[src/verilog/pcl_pkg.sv]
// Package: constants for the port pin configuration logic
package pcl_pkg;
    // Register offsets on the plain register port
    localparam logic [7:0] PCL_ADDR_L_DATA = 8'hd0;  // Four-pin port data
    localparam logic [7:0] PCL_ADDR_L_CFG  = 8'hd1;  // Four-pin port configuration
    localparam logic [7:0] PCL_ADDR_L_PIN  = 8'hd2;  // Four-pin port pin levels
    localparam logic [7:0] PCL_ADDR_G_DATA = 8'hd4;  // Eight-bit port data
    localparam logic [7:0] PCL_ADDR_G_CFG  = 8'hd5;  // Eight-bit port configuration
    localparam logic [7:0] PCL_ADDR_G_PIN  = 8'hd6;  // Eight-bit port pin levels
    localparam logic [7:0] PCL_ADDR_I_PIN  = 8'hd7;  // Analog port pin levels
    localparam logic [7:0] PCL_ADDR_D_DATA = 8'hdc;  // Output-only port data
    localparam logic [7:0] PCL_ADDR_CNTRL  = 8'hee;  // Control, serial pin select
    // Field positions
    localparam int PCL_G_FAULT_BIT  = 1;  // Fault output pin
    localparam int PCL_G_SIN_BIT    = 6;  // Serial data in, input only
    localparam int PCL_G_OSC_BIT    = 7;  // Oscillator pin
    localparam int PCL_CNTRL_SEL    = 3;  // Serial pin select bit
    // Reset values
    localparam logic [7:0] PCL_RST_PORT = 8'h00;  // Bidirectional registers
    localparam logic [3:0] PCL_RST_D    = 4'hf;   // Output-only port preset high
    localparam logic [7:0] PCL_RST_CNTRL = 8'h00; // Control register
    localparam logic [3:0] PCL_L_LOW_ONES = 4'hf; // Lower pin bits read as ones
endpackage : pcl_pkg

[src/verilog/pcl_port.sv]
// Port pin configuration logic: bidirectional, analog and output ports
`timescale 1ns/1ps

// What this block does
// RULE_01: Config and data pick hi-z, pull-up, drive
// RULE_02: Four-pin and eight-bit ports have config, data, pin addresses
// RULE_03: Four-pin port low pin bits read ones
// RULE_04: Upper four-pin bits feed wakeup and interrupt; code feeds them to multi_input_wakeup only
// RULE_05: Eight-bit data bits 6,7 read zero
// RULE_06: Data bit 7 write one enters deep-stop
// RULE_07: Data bit 6 write one enters light-sleep
// RULE_08: Config bit 6 selects alternate shift phase
// RULE_09: Config bit 7 with RC enables restart delay
// RULE_10: RC option: pin 7 input, rise wakes
// RULE_11: Crystal option: pin 7 drives oscillator out
// RULE_12: Pin 1 is dedicated fault output
// RULE_13: Eight-bit port alternate functions routed
// RULE_14: Analog port is input-only hi-z
// RULE_15: Output-only port high during reset
// RULE_16: Reset clears port registers to hi-z
// RULE_17: Serial select routes pins 5,4 to serial
// RULE_18: Pin inputs pass two synchroniser stages
module pcl_port
    import pcl_pkg::*;
(
    // Clock and reset
    input  wire logic       mclk,
    input  wire logic       reset,
    // Register port
    input  wire logic [7:0] reg_addr,
    input  wire logic [7:0] reg_wdata,
    input  wire logic       reg_wr,
    input  wire logic       reg_rd,
    output logic      [7:0] reg_rdata,
    // Option straps and peripheral sources
    input  wire logic       rc_osc_option,
    input  wire logic       osc_clock,
    input  wire logic       fault_n,
    input  wire logic       shift_clock_out,
    input  wire logic       serial_data_out,
    input  wire logic       timer_io_out,
    input  wire logic       timer_io_oe,
    // Four-pin port pins (upper nibble)
    input  wire logic [3:0] l_pin_in,
    output logic      [3:0] l_pin_out,
    output logic      [3:0] l_pin_oe,
    output logic      [3:0] l_pull_en,
    // Eight-bit port pins
    input  wire logic [7:0] g_pin_in,
    output logic      [7:0] g_pin_out,
    output logic      [7:0] g_pin_oe,
    output logic      [7:0] g_pull_en,
    // Analog port, input only
    input  wire logic [7:0] i_pin_in,
    // Output-only port
    output logic      [3:0] d_pin_out,
    // Alternate function inputs to peripherals
    output logic      [3:0] multi_input_wakeup,
    output logic            ext_irq_in,
    output logic            timer_capture_pin,
    output logic            timer_io_in,
    output logic            serial_data_in,
    output logic            shift_clock_in,
    // Mode controls
    output logic            deep_stop_req,
    output logic            light_sleep_req,
    output logic            shift_alt_phase,
    output logic            restart_delay_enable,
    output logic            rc_wake
);

    // Software registers
    logic [7:0] l_data_q;   // Four-pin data (low nibble is flags)
    logic [7:0] l_cfg_q;    // Four-pin configuration
    logic [7:0] g_data_q;   // Eight-bit port data
    logic [7:0] g_cfg_q;    // Eight-bit port configuration
    logic [3:0] d_data_q;   // Output-only port data
    logic [7:0] cntrl_q;    // Control register
    // Synchronisers
    logic [3:0] l_s1_q, l_s2_q;
    logic [7:0] g_s1_q, g_s2_q;
    logic [7:0] i_s1_q, i_s2_q;
    logic       g7_prev_q;  // Pin 7 history for edge detect
    logic       rc_q;       // Oscillator option caught after reset
    logic       fault_s1_q, fault_s2_q;
    logic [7:0] rdata_d;

    // Decode of one register write
    function automatic logic wr_hit(input logic [7:0] a, input logic [7:0] ofs);
        return a == ofs;
    endfunction : wr_hit

    // Register writes, cleared by reset
    always_ff @(posedge mclk) begin
        if (reset) begin
            l_data_q <= PCL_RST_PORT; // RULE_16
            l_cfg_q  <= PCL_RST_PORT; // RULE_16
            g_data_q <= PCL_RST_PORT; // RULE_16
            g_cfg_q  <= PCL_RST_PORT; // RULE_16
            cntrl_q  <= PCL_RST_CNTRL;
        end else if (reg_wr) begin
            if (wr_hit(reg_addr, PCL_ADDR_L_DATA)) l_data_q <= reg_wdata;
            if (wr_hit(reg_addr, PCL_ADDR_L_CFG))  l_cfg_q  <= reg_wdata;
            if (wr_hit(reg_addr, PCL_ADDR_G_DATA)) g_data_q <= reg_wdata;
            if (wr_hit(reg_addr, PCL_ADDR_G_CFG))  g_cfg_q  <= reg_wdata;
            if (wr_hit(reg_addr, PCL_ADDR_CNTRL))  cntrl_q  <= reg_wdata;
        end
    end

    // Output-only port, preset high under reset
    always_ff @(posedge mclk) begin
        if (reset) begin
            d_data_q  <= PCL_RST_D; // RULE_15
            d_pin_out <= PCL_RST_D; // RULE_15
        end else begin
            if (reg_wr && wr_hit(reg_addr, PCL_ADDR_D_DATA)) d_data_q <= reg_wdata[3:0];
            d_pin_out <= d_data_q;
        end
    end

    // Two-stage synchronisers for all pin inputs
    // No reset here: the stages track the pins through reset, so the first
    // level seen after release is real and no false edge follows reset
    always_ff @(posedge mclk) begin
        l_s1_q     <= l_pin_in;    // RULE_18
        l_s2_q     <= l_s1_q;      // RULE_18
        g_s1_q     <= g_pin_in;    // RULE_18
        g_s2_q     <= g_s1_q;      // RULE_18
        i_s1_q     <= i_pin_in;    // RULE_14
        i_s2_q     <= i_s1_q;      // RULE_14
        fault_s1_q <= fault_n;
        fault_s2_q <= fault_s1_q;
    end

    // Pin 7 history for the rising-edge detect, free of reset as well
    always_ff @(posedge mclk) begin
        g7_prev_q <= g_s2_q[PCL_G_OSC_BIT];
    end

    // Oscillator option strap, caught after reset
    // Reset value picks RC so pin 7 never drives in the cycle after release
    always_ff @(posedge mclk) begin
        if (reset) begin
            rc_q <= 1'h1;
        end else begin
            rc_q <= rc_osc_option;
        end
    end

    // Read mux, data one cycle after the strobe
    always_comb begin
        rdata_d = 8'h00;
        unique case (reg_addr)
            PCL_ADDR_L_DATA: rdata_d = l_data_q;
            PCL_ADDR_L_CFG:  rdata_d = l_cfg_q;
            PCL_ADDR_L_PIN:  rdata_d = {l_s2_q, PCL_L_LOW_ONES}; // RULE_03
            PCL_ADDR_G_DATA: rdata_d = {2'h0, g_data_q[5:0]};    // RULE_05
            PCL_ADDR_G_CFG:  rdata_d = g_cfg_q;
            PCL_ADDR_G_PIN:  rdata_d = g_s2_q;                   // RULE_02
            PCL_ADDR_I_PIN:  rdata_d = i_s2_q;                   // RULE_14
            PCL_ADDR_D_DATA: rdata_d = {4'h0, d_data_q};
            PCL_ADDR_CNTRL:  rdata_d = cntrl_q;
            default:         rdata_d = 8'h00;
        endcase
    end

    // Registered read data
    always_ff @(posedge mclk) begin
        if (reset) begin
            reg_rdata <= 8'h00;
        end else begin
            reg_rdata <= reg_rd ? rdata_d : 8'h00;
        end
    end

    // Four-pin port drivers, upper nibble only
    always_ff @(posedge mclk) begin
        if (reset) begin
            l_pin_out <= 4'h0;
            l_pin_oe  <= 4'h0;
            l_pull_en <= 4'h0;
        end else begin
            l_pin_out <= l_data_q[7:4];                  // RULE_01
            l_pin_oe  <= l_cfg_q[7:4];                   // RULE_01
            l_pull_en <= ~l_cfg_q[7:4] & l_data_q[7:4];  // RULE_01
        end
    end

    // Eight-bit port drivers with dedicated and alternate pins
    always_ff @(posedge mclk) begin
        if (reset) begin
            g_pin_out <= 8'h00;
            g_pin_oe  <= 8'h00;
            g_pull_en <= 8'h00;
        end else begin
            g_pin_out <= {1'h0, 1'h0, g_data_q[5:0]};                     // RULE_01
            g_pin_oe  <= {1'h0, 1'h0, g_cfg_q[5:2], 1'h0, g_cfg_q[0]};   // RULE_01
            g_pull_en <= {1'h0, 1'h0, ~g_cfg_q[5:0] & g_data_q[5:0]};    // RULE_01
            g_pull_en[PCL_G_FAULT_BIT] <= 1'h0;
            // Fault pin: drives low on fault, hi-z otherwise
            g_pin_out[PCL_G_FAULT_BIT] <= 1'h0;                  // RULE_12
            g_pin_oe[PCL_G_FAULT_BIT]  <= ~fault_s2_q;           // RULE_12
            // Timer I/O overrides when the timer drives
            if (timer_io_oe) begin
                g_pin_out[3] <= timer_io_out;                    // RULE_13
                g_pin_oe[3]  <= 1'h1;                            // RULE_13
            end
            // Serial select takes pins 5 and 4
            if (cntrl_q[PCL_CNTRL_SEL]) begin
                g_pin_out[5] <= shift_clock_out;                 // RULE_17
                g_pin_out[4] <= serial_data_out;                 // RULE_17
                g_pin_oe[5]  <= 1'h1;                            // RULE_17
                g_pin_oe[4]  <= 1'h1;                            // RULE_17
            end
            // Crystal option: pin 7 carries oscillator output
            if (!rc_q) begin
                g_pin_out[PCL_G_OSC_BIT] <= osc_clock;           // RULE_11
                g_pin_oe[PCL_G_OSC_BIT]  <= 1'h1;                // RULE_11
            end
        end
    end

    // Alternate function inputs to peripherals
    always_ff @(posedge mclk) begin
        if (reset) begin
            multi_input_wakeup <= 4'h0;
            ext_irq_in         <= 1'h0;
            timer_capture_pin  <= 1'h0;
            timer_io_in        <= 1'h0;
            serial_data_in     <= 1'h0;
            shift_clock_in     <= 1'h0;
        end else begin
            multi_input_wakeup <= l_s2_q;                        // RULE_04
            ext_irq_in         <= g_s2_q[0];                     // RULE_13
            timer_capture_pin  <= g_s2_q[2];                     // RULE_13
            timer_io_in        <= g_s2_q[3];                     // RULE_13
            serial_data_in     <= g_s2_q[PCL_G_SIN_BIT];         // RULE_13
            shift_clock_in     <= g_s2_q[5];                     // RULE_13
        end
    end

    // Mode controls from special bits
    always_ff @(posedge mclk) begin
        if (reset) begin
            deep_stop_req        <= 1'h0;
            light_sleep_req      <= 1'h0;
            shift_alt_phase      <= 1'h0;
            restart_delay_enable <= 1'h0;
            rc_wake              <= 1'h0;
        end else begin
            deep_stop_req   <= reg_wr && wr_hit(reg_addr, PCL_ADDR_G_DATA)
                               && reg_wdata[7];                              // RULE_06
            light_sleep_req <= reg_wr && wr_hit(reg_addr, PCL_ADDR_G_DATA)
                               && reg_wdata[6];                              // RULE_07
            shift_alt_phase <= g_cfg_q[6];                                   // RULE_08
            restart_delay_enable <= g_cfg_q[7] && rc_q;                      // RULE_09
            rc_wake   <= rc_q && g_s2_q[PCL_G_OSC_BIT] && !g7_prev_q;        // RULE_10
        end
    end

    // Checks beside the logic
    property p_deep_stop;
        @(posedge mclk) disable iff (reset)
        reg_wr && reg_addr == PCL_ADDR_G_DATA && reg_wdata[7] |=> deep_stop_req;
    endproperty
    a_deep_stop: assert property (p_deep_stop) else $error("deep stop missed"); // RULE_06
    property p_sleep;
        @(posedge mclk) disable iff (reset)
        reg_wr && reg_addr == PCL_ADDR_G_DATA && reg_wdata[6] |=> light_sleep_req;
    endproperty
    a_sleep: assert property (p_sleep) else $error("light sleep missed"); // RULE_07
    property p_g_rd_zero;
        @(posedge mclk) disable iff (reset)
        reg_rd && reg_addr == PCL_ADDR_G_DATA |=> reg_rdata[7:6] == 2'h0;
    endproperty
    a_g_rd_zero: assert property (p_g_rd_zero) else $error("g bits 6,7 not zero"); // RULE_05
    property p_l_ones;
        @(posedge mclk) disable iff (reset)
        reg_rd && reg_addr == PCL_ADDR_L_PIN |=> reg_rdata[3:0] == 4'hf;
    endproperty
    a_l_ones: assert property (p_l_ones) else $error("l low bits not ones"); // RULE_03
    property p_d_reset;
        @(posedge mclk) reset |=> d_pin_out == 4'hf;
    endproperty
    a_d_reset: assert property (p_d_reset) else $error("d not high in reset"); // RULE_15
    property p_l_pull;
        @(posedge mclk) disable iff (reset)
        ##1 !l_cfg_q[4] && l_data_q[4] && $stable(l_cfg_q) && $stable(l_data_q)
        |=> l_pull_en[0] && !l_pin_oe[0];
    endproperty
    a_l_pull: assert property (p_l_pull) else $error("pull-up not set"); // RULE_01
    property p_sync;
        @(posedge mclk) disable iff (reset)
        ##3 reg_rd && reg_addr == PCL_ADDR_I_PIN && $stable(i_pin_in) && $past(i_pin_in) == $past(i_pin_in, 2)
        |=> reg_rdata == $past(i_pin_in, 2);
    endproperty
    a_sync: assert property (p_sync) else $error("pin read not synced"); // RULE_18
    property p_fault;
        @(posedge mclk) disable iff (reset)
        g_pin_oe[1] |-> !g_pin_out[1];
    endproperty
    a_fault: assert property (p_fault) else $error("fault pin drove high"); // RULE_12
    property p_delay;
        @(posedge mclk) disable iff (reset)
        restart_delay_enable |-> $past(rc_q);
    endproperty
    a_delay: assert property (p_delay) else $error("delay without rc"); // RULE_09
    // Serial select drives both serial pins from the shift interface
    property p_serial_oe;
        @(posedge mclk) disable iff (reset)
        cntrl_q[PCL_CNTRL_SEL] |=> g_pin_oe[5:4] == 2'h3
            && g_pin_out[5] == $past(shift_clock_out) && g_pin_out[4] == $past(serial_data_out);
    endproperty
    a_serial_oe: assert property (p_serial_oe) else $error("serial pins not routed"); // RULE_17
    // Crystal option drives the oscillator level on pin 7
    property p_crystal_drive;
        @(posedge mclk) disable iff (reset)
        !rc_q |=> g_pin_oe[PCL_G_OSC_BIT] && g_pin_out[PCL_G_OSC_BIT] == $past(osc_clock);
    endproperty
    a_crystal_drive: assert property (p_crystal_drive) else $error("osc pin not driven"); // RULE_11
    // RC option leaves pin 7 as an input
    property p_pin7_input;
        @(posedge mclk) disable iff (reset)
        rc_q |=> !g_pin_oe[PCL_G_OSC_BIT];
    endproperty
    a_pin7_input: assert property (p_pin7_input) else $error("pin 7 driven in rc mode"); // RULE_10
    // Read data is zero outside the cycle after a read strobe
    property p_rdata_idle;
        @(posedge mclk) disable iff (reset)
        !reg_rd |=> reg_rdata == 8'h00;
    endproperty
    a_rdata_idle: assert property (p_rdata_idle) else $error("read data not idle"); // RULE_02
    // Fault pin enable follows the fault input three cycles later
    property p_fault_follow;
        @(posedge mclk) disable iff (reset)
        ##2 1'b1 |=> g_pin_oe[PCL_G_FAULT_BIT] == !$past(fault_n, 3);
    endproperty
    a_fault_follow: assert property (p_fault_follow) else $error("fault pin late"); // RULE_12
    c_stop: cover property (@(posedge mclk) deep_stop_req);
    c_sleep: cover property (@(posedge mclk) light_sleep_req);
    c_wake: cover property (@(posedge mclk) rc_wake);
    c_serial: cover property (@(posedge mclk) cntrl_q[PCL_CNTRL_SEL] && g_pin_oe[4]);

endmodule : pcl_port

[config.mk]
export PLATFORM = sky130hd
export DESIGN_NAME = pcl_port
export DESIGN_NICKNAME = d
export VERILOG_FILES = /design/src/verilog/pcl_pkg.sv /design/src/verilog/pcl_port.sv
export SDC_FILE = /design/constraint.sdc
export NUM_CORES = 1
export LEC_CHECK = 0
export ABC_AREA = 1
export BUFFER_PORTS_ARGS = -buffer_cell sky130_fd_sc_hd__buf_2
export CAP_MARGIN = 10
export CORE_MARGIN = 2
export CORE_UTILIZATION = 53
export CTS_CLUSTER_SIZE = 30
export DETAILED_ROUTE_END_ITERATION = 7
export GPL_TIMING_DRIVEN = 1
export PLACE_DENSITY = 0.8
export SYNTH_ARGS = -nofsm -noshare
export SYNTH_HDL_FRONTEND = slang
export SYNTH_SLANG_ARGS = --single-unit
[constraint.sdc]
create_clock -name mclk -period 1.5 [get_ports mclk]
set_input_delay 0.3 -clock mclk [delete_from_list [all_inputs] [get_ports mclk]]
set_output_delay 0.3 -clock mclk [all_outputs]
set_load 0.005 [all_outputs]
# ---- Yosys cells after proc, flatten, opt, wreduce, memory -nomap -nowiden
# Cells that the tools add are included.
# W data, S select, Z words.
dict set report word_totals {
  regBits 148
  inputBits 47
  out_inout_bits 62
  elab_cells 75
}
dict set report op_classes {
  eq_ne 9
  muxes 6
  n_bitwise 6
  n_reduce_logical 15
}
# op count
set op_table {}
lappend op_table {{$eq A8 B8 Y1 const B} 9}
lappend op_table {{$pmux W8 S9} 1}
lappend op_table {{$reduce_and A2 Y1} 5}
lappend op_table {{$logic_and A1 B1 Y1} 7}
lappend op_table {{$and A6 B6 Y6} 1}
lappend op_table {{$not A6 Y6} 1}
lappend op_table {{$and A4 B4 Y4} 1}
lappend op_table {{$mux W2} 2}
lappend op_table {{$not A4 Y4} 1}
lappend op_table {{$reduce_or A2 Y1} 2}
lappend op_table {{$mux W1} 3}
lappend op_table {{$not A1 Y1} 2}
lappend op_table {{$logic_not A1 Y1} 1}

# ---- Logic depth before layout (Yosys ltp)
# Gate-level depths: netlist of run 1.
dict set report logic_depth {
  ltp_word 3
  depth_mapped 10
  depth_no_buf 9
}

# ---- Worst setup path before layout of run 1
# Ideal clock, no wire load.
dict set report synth_timing {
  kind {in2reg}
  startpoint {in reg_addr[5]}
  endpoint {reg l_data_q[4]}
  setup_time_ns 0.116
  arrival_ns 1.128
  t_required_ns 1.384
  slack_ns 0.256
  cell_stages 9
  n_path_buf 1
  path_cell_list {inv_2 nand2_2 nor2_4 nand2_2 nor2_4 nand2_2 buf_6 o21ai_2 a21oi_2}
}
dict set report synth_between {
  elab_chain_cells 2
}
# element line_no
set synth_lines {}
lappend synth_lines {{start, declared} pcl_port.sv:30} ;# input wire logic [7:0] reg_addr,
lappend synth_lines {{$eq A8 B8 Y1} pcl_port.sv:90} ;# return a == ofs;
lappend synth_lines {{$reduce_and A2 Y1 (no line)} n/a}
lappend synth_lines {{end signal, assigned} pcl_port.sv:102} ;# if (wr_hit(reg_addr, PCL_ADDR_L_DATA)) l_data_q <= reg_wdata;
lappend synth_lines {{end, declared} pcl_port.sv:73} ;# logic [7:0] l_data_q;
# Every way passes these cells.
# A chain may end at the register's enable or synchronous reset.

# ---- Worst setup path in the final report of run 1
dict set report layout_timing {
  startpoint {reg reg_rdata[4]}
  endpoint {out reg_rdata[4]}
}
# element line_no
set layout_rtl {}
lappend layout_rtl {{start, declared} pcl_port.sv:34} ;# output logic [7:0] reg_rdata,
lappend layout_rtl {{start signal, assigned} pcl_port.sv:172} ;# reg_rdata <= reg_rd ? rdata_d : 8'h00;
# No word-level cell between the ends.

==> results of run 1 <==
==> area by class of cell <==
type,instances,area [um2],area share [%]
multi-input combinational,301,1490,23.7
tap,108,135,2.16
inverter,59,221,3.53
timing repair buffer,148,911,14.5
sequential,142,2840,45.3
clock inverter,9,205,3.27
clock buffer,23,467,7.44
==> state kept, by name, indices dropped and copies added, names as in the netlist, 5 cells and up <==
signal and count:
g_s2_q 8, i_s2_q 8, g_pin_oe 7, reg_rdata 8, l_data_q 8, i_s1_q 8
l_cfg_q 8, g_data_q 6, g_pin_out 6, g_s1_q 8, cntrl_q 8, g_pull_en 5
g_cfg_q 8
==> cell families after synthesis <==
group / share of synthesized area [%]
AO/OA/AOI/OAI: 9.19
other: 0.0801
AND/OR/NAND/NOR: 22.1
flip-flops: 60.7
buffers and inverters: 7.96
==> routing by layer <==
metal	share of wire, %	track usage, %	wire, um
met5	0	0	0
met4	2.4	9.29	287
met3	6.3	5.51	736
met2	51	44.6	5990
met1	40	30.6	4750
==> worst min path at each step <==
stage | from | end | slack (ps) | cells after the start
global placement | g_s1_q[4] | g_s2_q[4] | 310 | 0
finish | osc_clock | g_pin_out[7] | 50 | 2
floorplan | fault_s1_q | fault_s2_q | 310 | 0
CTS | osc_clock | g_pin_out[7] | 40 | 2
global route | osc_clock | g_pin_out[7] | 60 | 2
detailed placement | i_s1_q[0] | i_s2_q[0] | 310 | 0
==> per-stage QoR <==
| stage | power (uW) | instances | setup TNS, ps | hold WS [ps] | setup WS, ps |
|---|---|---|---|---|---|
| 3_5_place_dp | 4280 | 736 | -378 | 312 | -65.1 |
| 2_1_floorplan | 4120 | 530 | 0 | 310 | 256 |
| 3_3_place_gp | 4270 | 736 | -67.4 | 310 | -37.9 |
| 4_1_cts | 9010 | 790 | 0 | 40.3 | 244 |
| 5_1_grt | 9200 | 790 | 0 | 58.1 | 208 |
| 6_report | 8960 | 790 | 0 | 54.9 | 264 |
==> power by group through the flow <==
stage	clock [uW]	combinational (uW)	sequential [uW]
floorplan	0	152	3970
global placement	0	304	3970
detailed placement	0	311	3970
CTS	4760	356	3890
global route	4910	395	3900
finish	4720	360	3890
==> timing repair <==
| item | 4_1_cts | 5_1_grt |
|---|---|---|
| endpoints found under the hold margin | 22 | 0 |
| hold buffers | 22 | 0 |
| resized for setup | 0 | 0 |
==> cells in the mapped netlist <==
library cell,number,share of area (%)
a21oi_1,44,4.7
a21oi_2,2,0.37
buf_2,10,1.1
buf_4,7,1.1
buf_6,1,0.24
clkbuf_1,10,0.80
conb_1,1,0.080
dfxtp_1,142,61
inv_1,54,4.3
inv_2,5,0.40
nand2_1,44,3.5
nand2_2,7,0.93
nand3_1,74,7.9
nand3_2,4,0.85
nand4_1,11,1.5
nor2_1,49,3.9
nor2_2,1,0.13
nor2_4,6,1.4
nor3_1,10,1.1
nor3b_1,1,0.16
o21ai_0,31,3.3
o21ai_1,4,0.43
o21ai_2,2,0.37
or2_2,5,0.67
==> flow_summary.ini, run 1 <==
[floorplanning]
row_count = 34
chipWidth_um = 98.0
ioPinCount = 109
die-area_um2 = 9610
die_h_um = 98.0
start_util_pct = 54.2
fp.coreArea_um2 = 8640

[pwr]
switching_power_uw = 1770
p_seq_share_pct = 43.4
power_density_nw_per_um2 = 1430
swShare_pct = 19.8
ir_drop_uv = 1100
power_frac_clock_pct = 52.6
p_leak_uw = 0.00287
share_comb_of_total_power_pct = 4.0
intPower_uw = 7190

[setup_path]
worst_r2r_startpoint = l_cfg_q[2]
start_kind = register
r2r_end = reg_rdata[2]
critPathMaxFanout = 1
startpoint = reg_rdata[4]
cp-endpoint = reg_rdata[4]
cpMaxStageDelayCell = dfxtp_1
path_depth = 1
required_ps = 1200
path_buf_inv = 1
crit_family = flip-flops
worstRegToRegCells = 6
critPathArrivalTime_ps = 940
crit_path_cell_trace = buf_2
end_kind = output port
max_stage_delay_ps = 320
r2r_slack_ps = 530
critPathKind = register to output port

[drt]
avgRoutedWirePerCell_um = 14.9
wl_um = 11800
vias = 4059
drtIter0Drc = 233
drcViolationCount = 0
via_per_inst = 5.14
first_pass_iters = 5
postRouteAntennaNets = 0

[final_layout]
area_growth_pct = 33.8
drive_above_1_share_pct = 27.4
design_area_um2 = 6270
layout_commonest_cell = dfxtp_1
most-common-layout-cells = dfxtp_1 (142), buf_2 (102), nand3_1 (74)
fillCellCount = 656
diodes = 0
final_util_pct = 72.6
final_nets = 716

[run]
cap_violations = 0

[grt]
globalRouteTotalUtil_pct = 25.4
grt-ovfl-total = 0
grt_pass1_wl_um = 19100
antenna_found_initial = 0
grt_max_degree = 24
grt_pass1_vias = 4019

[clock_network]
ctsLongestPathBuffers = 2
clk_latency_ps = 510
h-tree-depth = 4
cts_buffers = 17
clk_pin_slew_worst_paths_ps = 60
clkSinkCount = 142
cts-root-buf = clkbuf_8
cts_tree = done
postCtsSetupRepairBufs = 0

[synth]
syn_inst = 525
ys_ff_latch = 142
synthDistinctLibCells = 24
ys_seq_area_share_pct = 60.7
avgSynthCellArea_um2 = 8.92
ys_warn_count = 0
syn-cell-area_um2 = 4680

[placement]
hpwl_um = 8280
place_congestion = 0.874
portBuffers = 102
place_area_um2 = 5380

[run_status]
status = finished, final reports clean

[worst_hold_path]
hp-class = input pin to register

[timing]
fmax_ghz = 0.809
hold_violations = 0
rsz0062_at_grt = false
setup_viol = 0
period_needed_ps = 1240
period_share_pct = 82.4
fin_skew_ps = 6.71
drv_slew = 0
No activity file was read; power rests on OpenSTA's default activity.
==> inputs of run 2 (changes only) <==
Settings changed: CORE_UTILIZATION 53 to 47, PLACE_DENSITY 0.8 to 0.75.
Clock period 1.5 ns to 1 ns, I/O delays scaled along.
==> run 2 against run 1 <==
Compared with the run above:
- the run now ends with negative setup slack left
- critical path depth did not move
- flip-flop and latch count did not move
- global-route usage fell by 1.5 points
- first-iteration DRC count fell by 11%
- via count rose by 0.25%
- count of clock-buffer cells in the layout fell by 3
- wire length rose by 4.9%
- utilization fell by 4.0 points
- non-clock buffer count rose by 23
- total power rose by 42%
- combinational power rose by 87%
- worst hold slack got worse by 32 ps
- highest routed layer unchanged
==> flow_summary.ini, run 2 (synthesis results as in run 1) <==
[worst_hold_path]
hold_start = reg_wdata[4]
min_to = l_data_q[4]
min_path_cells = 3
hp-class = input pin to register

[run_status]
violations = negative setup slack
status = finished, violations left

[pwr]
power_uw = 12800
p_leak_uw = 0.00303
ir_drop_uv = 1290
power_density_nw_per_um2 = 1910

[setup_path]
worstRegToRegCells = 6
critPathMaxFanout = 1
r2r_slack_ps = 80
start_kind = register
crit_family = flip-flops
r2r_end = reg_rdata[3]
max_stage_delay_ps = 330
critPathKind = register to output port
path_buf_inv = 1
critPathArrivalTime_ps = 960
cpMaxStageDelayCell = dfxtp_2
end_kind = output port
worst_r2r_startpoint = cntrl_q[3]
required_ps = 800
crit_path_cell_trace = buf_2

[final_layout]
layout_commonest_cell = dfxtp_1
drive_above_1_share_pct = 32.0
final_nets = 739
final_util_pct = 68.6
fillCellCount = 785
most-common-layout-cells = dfxtp_1 (129), buf_2 (97), nand3_1 (73)
area_growth_pct = 42.5
diodes = 0

[drt]
wl_um = 12300
postRouteAntennaNets = 0
drtIter0Drc = 208
drcViolationCount = 0
first_pass_iters = 5
vias = 4069
avgRoutedWirePerCell_um = 14.8
via_per_inst = 4.87

[clock_network]
cts_tree = done
clk_pin_slew_worst_paths_ps = 60
h-tree-depth = 4
ctsLongestPathBuffers = 2
cts_buffers = 17
cts-root-buf = clkbuf_8
clk_latency_ps = 520
clkSinkCount = 142

[grt]
grt_max_degree = 43
grt_pass1_vias = 3941
grt_pass1_wl_um = 19900
globalRouteTotalUtil_pct = 23.9
grt-ovfl-total = 0
antenna_found_initial = 0

[timing]
setup_viol = 56
fmax_ghz = 0.864
fin_skew_ps = 10.4
drv_slew = 0
rsz0062_at_grt = true
period_needed_ps = 1160
period_share_pct = 116
fin_ws_ps = -157
hold_violations = 0

[run]
cap_violations = 0

[floorplanning]
fp.coreArea_um2 = 9730
chipWidth_um = 104
start_util_pct = 48.1
die_h_um = 104
die-area_um2 = 10800
row_count = 36
ioPinCount = 109

[placement]
place_congestion = 0.909
hpwl_um = 8690
portBuffers = 102
-- run 2: power by group --
part	leakage [uW]	internal [uW]	switching (uW)	total, uW
Combinational	0.00157	311	362	674
Clock	0.000289	3970	2280	6240
Sequential	0.00117	5790	46.5	5840
Total	0.00303	10100	2680	12800
-- run 2: cell type report --
type	instances	area, um2	share of cell area [%]
well taps	133	166	2.49
clock inverters	10	138	2.06
multi-input cells	301	1560	23.4
clock buffers	20	455	6.82
repair buffers	171	1220	18.3
flip-flops and latches	142	2860	42.8
inverters	59	273	4.09
-- run 2: worst max path at each step --
stage	startpoint	endpoint	slack (ps)	cells after the start
after floorplan	reg_addr[5]	l_data_q[7]	-120	9
after global placement	reg_addr[5]	reg_rdata[0]	-410	12
after detailed placement	reg_addr[5]	reg_rdata[2]	-440	12
after CTS	reg_rdata[1]	reg_rdata[1]	-190	1
after global routing	reg_rdata[6]	reg_rdata[6]	-190	1
final	reg_rdata[6]	reg_rdata[6]	-160	1
-- run 2: routing by layer --
layer | share of wire [%] | wire, um | track usage (%)
met4 | 1.9 | 233 | 8.78
met5 | 0 | 0 | 0
met2 | 49 | 6000 | 39.7
met1 | 43 | 5370 | 30.4
met3 | 6.0 | 738 | 5.66
-- run 2: timing repair --
item / 4_1_cts / 5_1_grt
setup endpoints to repair: 56 / 61
hold endpoints to repair: 29 / 0
pin swaps: 0 / 1
hold buffers: 29 / 0
cloned: 0 / 0
resized for setup: 4 / 17
setup buffers: 0 / 4
-- run 2: metrics by stage --
stage | setup WS, ps | area (um2) | hold WS [ps] | setup TNS [ps] | cells
floorplan | -116 | 4850 | 228 | -829 | 530
global placement | -410 | 5700 | 302 | -15560 | 773
detailed placement | -443 | 5700 | 304 | -17140 | 773
CTS | -188 | 6590 | 7.31 | -8250 | 832
global route | -194 | 6670 | 6.48 | -9430 | 836
finish | -157 | 6670 | 22.7 | -7030 | 836
==> inputs of run 3 (changes only) <==
Settings changed: TNS_END_PERCENT set to 30.
==> run 3 against run 2 <==
Compared with the run above:
- the flow still finishes with violations (negative setup slack)
- via count increased by 3.3%
- highest routed layer unchanged
- critical path depth unchanged
- total power increased by 0.54%
- clock skew decreased by 3.8 ps
- cell count increased by 0.36%
- worst setup slack got worse by 22 ps
==> flow_summary.ini, run 3 (synthesis results as in run 1) <==
[run_status]
status = finished, violations left
violations = negative setup slack

[final_layout]
area_growth_pct = 42.6
drive_above_1_share_pct = 31.9
most-common-layout-cells = dfxtp_1 (128), buf_2 (93), nand3_1 (73)
layout_commonest_cell = dfxtp_1
diodes = 0
design_area_um2 = 6680
final_util_pct = 68.7
fillCellCount = 783
final_nets = 740

[timing]
fin_ws_ps = -180
holdWs_ps = 13.3
period_needed_ps = 1180
period_share_pct = 118
hold_violations = 0
setup_viol = 56
fmax_ghz = 0.848
drv_slew = 0
fin_skew_ps = 6.63
rsz0062_at_grt = true

[setup_path]
required_ps = 800
critPathMaxFanout = 1
crit_family = flip-flops
critPathKind = register to output port
max_stage_delay_ps = 350
critPathArrivalTime_ps = 980
crit_path_cell_trace = buf_2
path_buf_inv = 1
cpMaxStageDelayCell = dfxtp_2
start_kind = register
end_kind = output port

[drt]
avgRoutedWirePerCell_um = 15.5
vias = 4205
drcViolationCount = 0
drtIter0Drc = 221
wl_um = 13000
first_pass_iters = 7
postRouteAntennaNets = 0
via_per_inst = 5.01

[placement]
place_area_um2 = 5690
place_congestion = 0.908
hpwl_um = 9120
portBuffers = 102

[run]
cap_violations = 0

[clock_network]
h-tree-depth = 4
postCtsSetupRepairBufs = 0
cts_tree = done
clk_latency_ps = 520
cts_buffers = 17
cts-root-buf = clkbuf_8
clk_pin_slew_worst_paths_ps = 60
clkSinkCount = 142
ctsLongestPathBuffers = 2

[grt]
grt_max_degree = 34
grt_pass1_wl_um = 20800
globalRouteTotalUtil_pct = 25.1
antenna_found_initial = 0
grt-ovfl-total = 0
grt_pass1_vias = 4131

[worst_hold_path]
hp-class = input pin to register

[floorplanning]
row_count = 36
ioPinCount = 109
die_h_um = 104
fp.coreArea_um2 = 9730
chipWidth_um = 104
die-area_um2 = 10800
start_util_pct = 48.1

[pwr]
p_leak_uw = 0.00303
power_uw = 12800
power_density_nw_per_um2 = 1920
ir_drop_uv = 1210
run 3: changes by cell type in the layout (fill, tap and decap cells not counted), sizes merged:
cell | before | now
buf | 142 | 144
clkbuf | 20 | 23
clkinv | 4 | 2
clkinvlp | 2 | 4
dlygate4sd3 | 29 | 28
inv | 60 | 59
run 3: per-layer routing:
layer | share of wire, % | track usage [%] | wire length [um]
met1 | 43 | 31.1 | 5560
met2 | 50 | 41.7 | 6440
met3 | 5.2 | 5.98 | 680
met4 | 2.4 | 11.1 | 309
met5 | 0 | 0 | 0
run 3: timing repair:
action / CTS / global route
resized for setup: 10 / 22
pin swaps: 0 / 2
setup endpoints to repair: 56 / 63
hold buffers: 28 / 0
hold endpoints to repair: 30 / 0
run 3: cell type report:
class / instances / area [um2] / area share (%)
Clock buffer: 23 / 467 / 6.99
Clock inverter: 9 / 134 / 2.00
Inverter: 59 / 260 / 3.90
Multi-Input combinational cell: 301 / 1550 / 23.2
Sequential cell: 142 / 2860 / 42.8
Tap cell: 133 / 166 / 2.49
Timing Repair Buffer: 172 / 1240 / 18.6
run 3: worst paths after layout:
| path | start | cells past startpoint | slack, ps | endpoint |
|---|---|---|---|---|
| hold / removal | timer_io_out | 3 | 10 | g_pin_out[3] |
| setup / recovery | reg_rdata[7] | 1 | -180 | reg_rdata[7] |
| setup reg to reg | l_cfg_q[3] | 6 | 80 | reg_rdata[3] |
| hold reg to reg | g_s1_q[7] | 0 | 320 | g_s2_q[7] |
run 3: stage by stage:
stage / setup slack (ps) / TNS, ps / cells
final: -180 / -7340 / 839
after global routing: -218 / -9840 / 839
after CTS: -212 / -8910 / 839
after detailed placement: -526 / -20950 / 779
after global placement: -533 / -19800 / 779
after floorplan: -116 / -1840 / 530
run 3: power by group:
part	internal, uW	switching (uW)
sequential	5790	48.4
combinational	306	354
clock	4000	2320
total	10100	2720
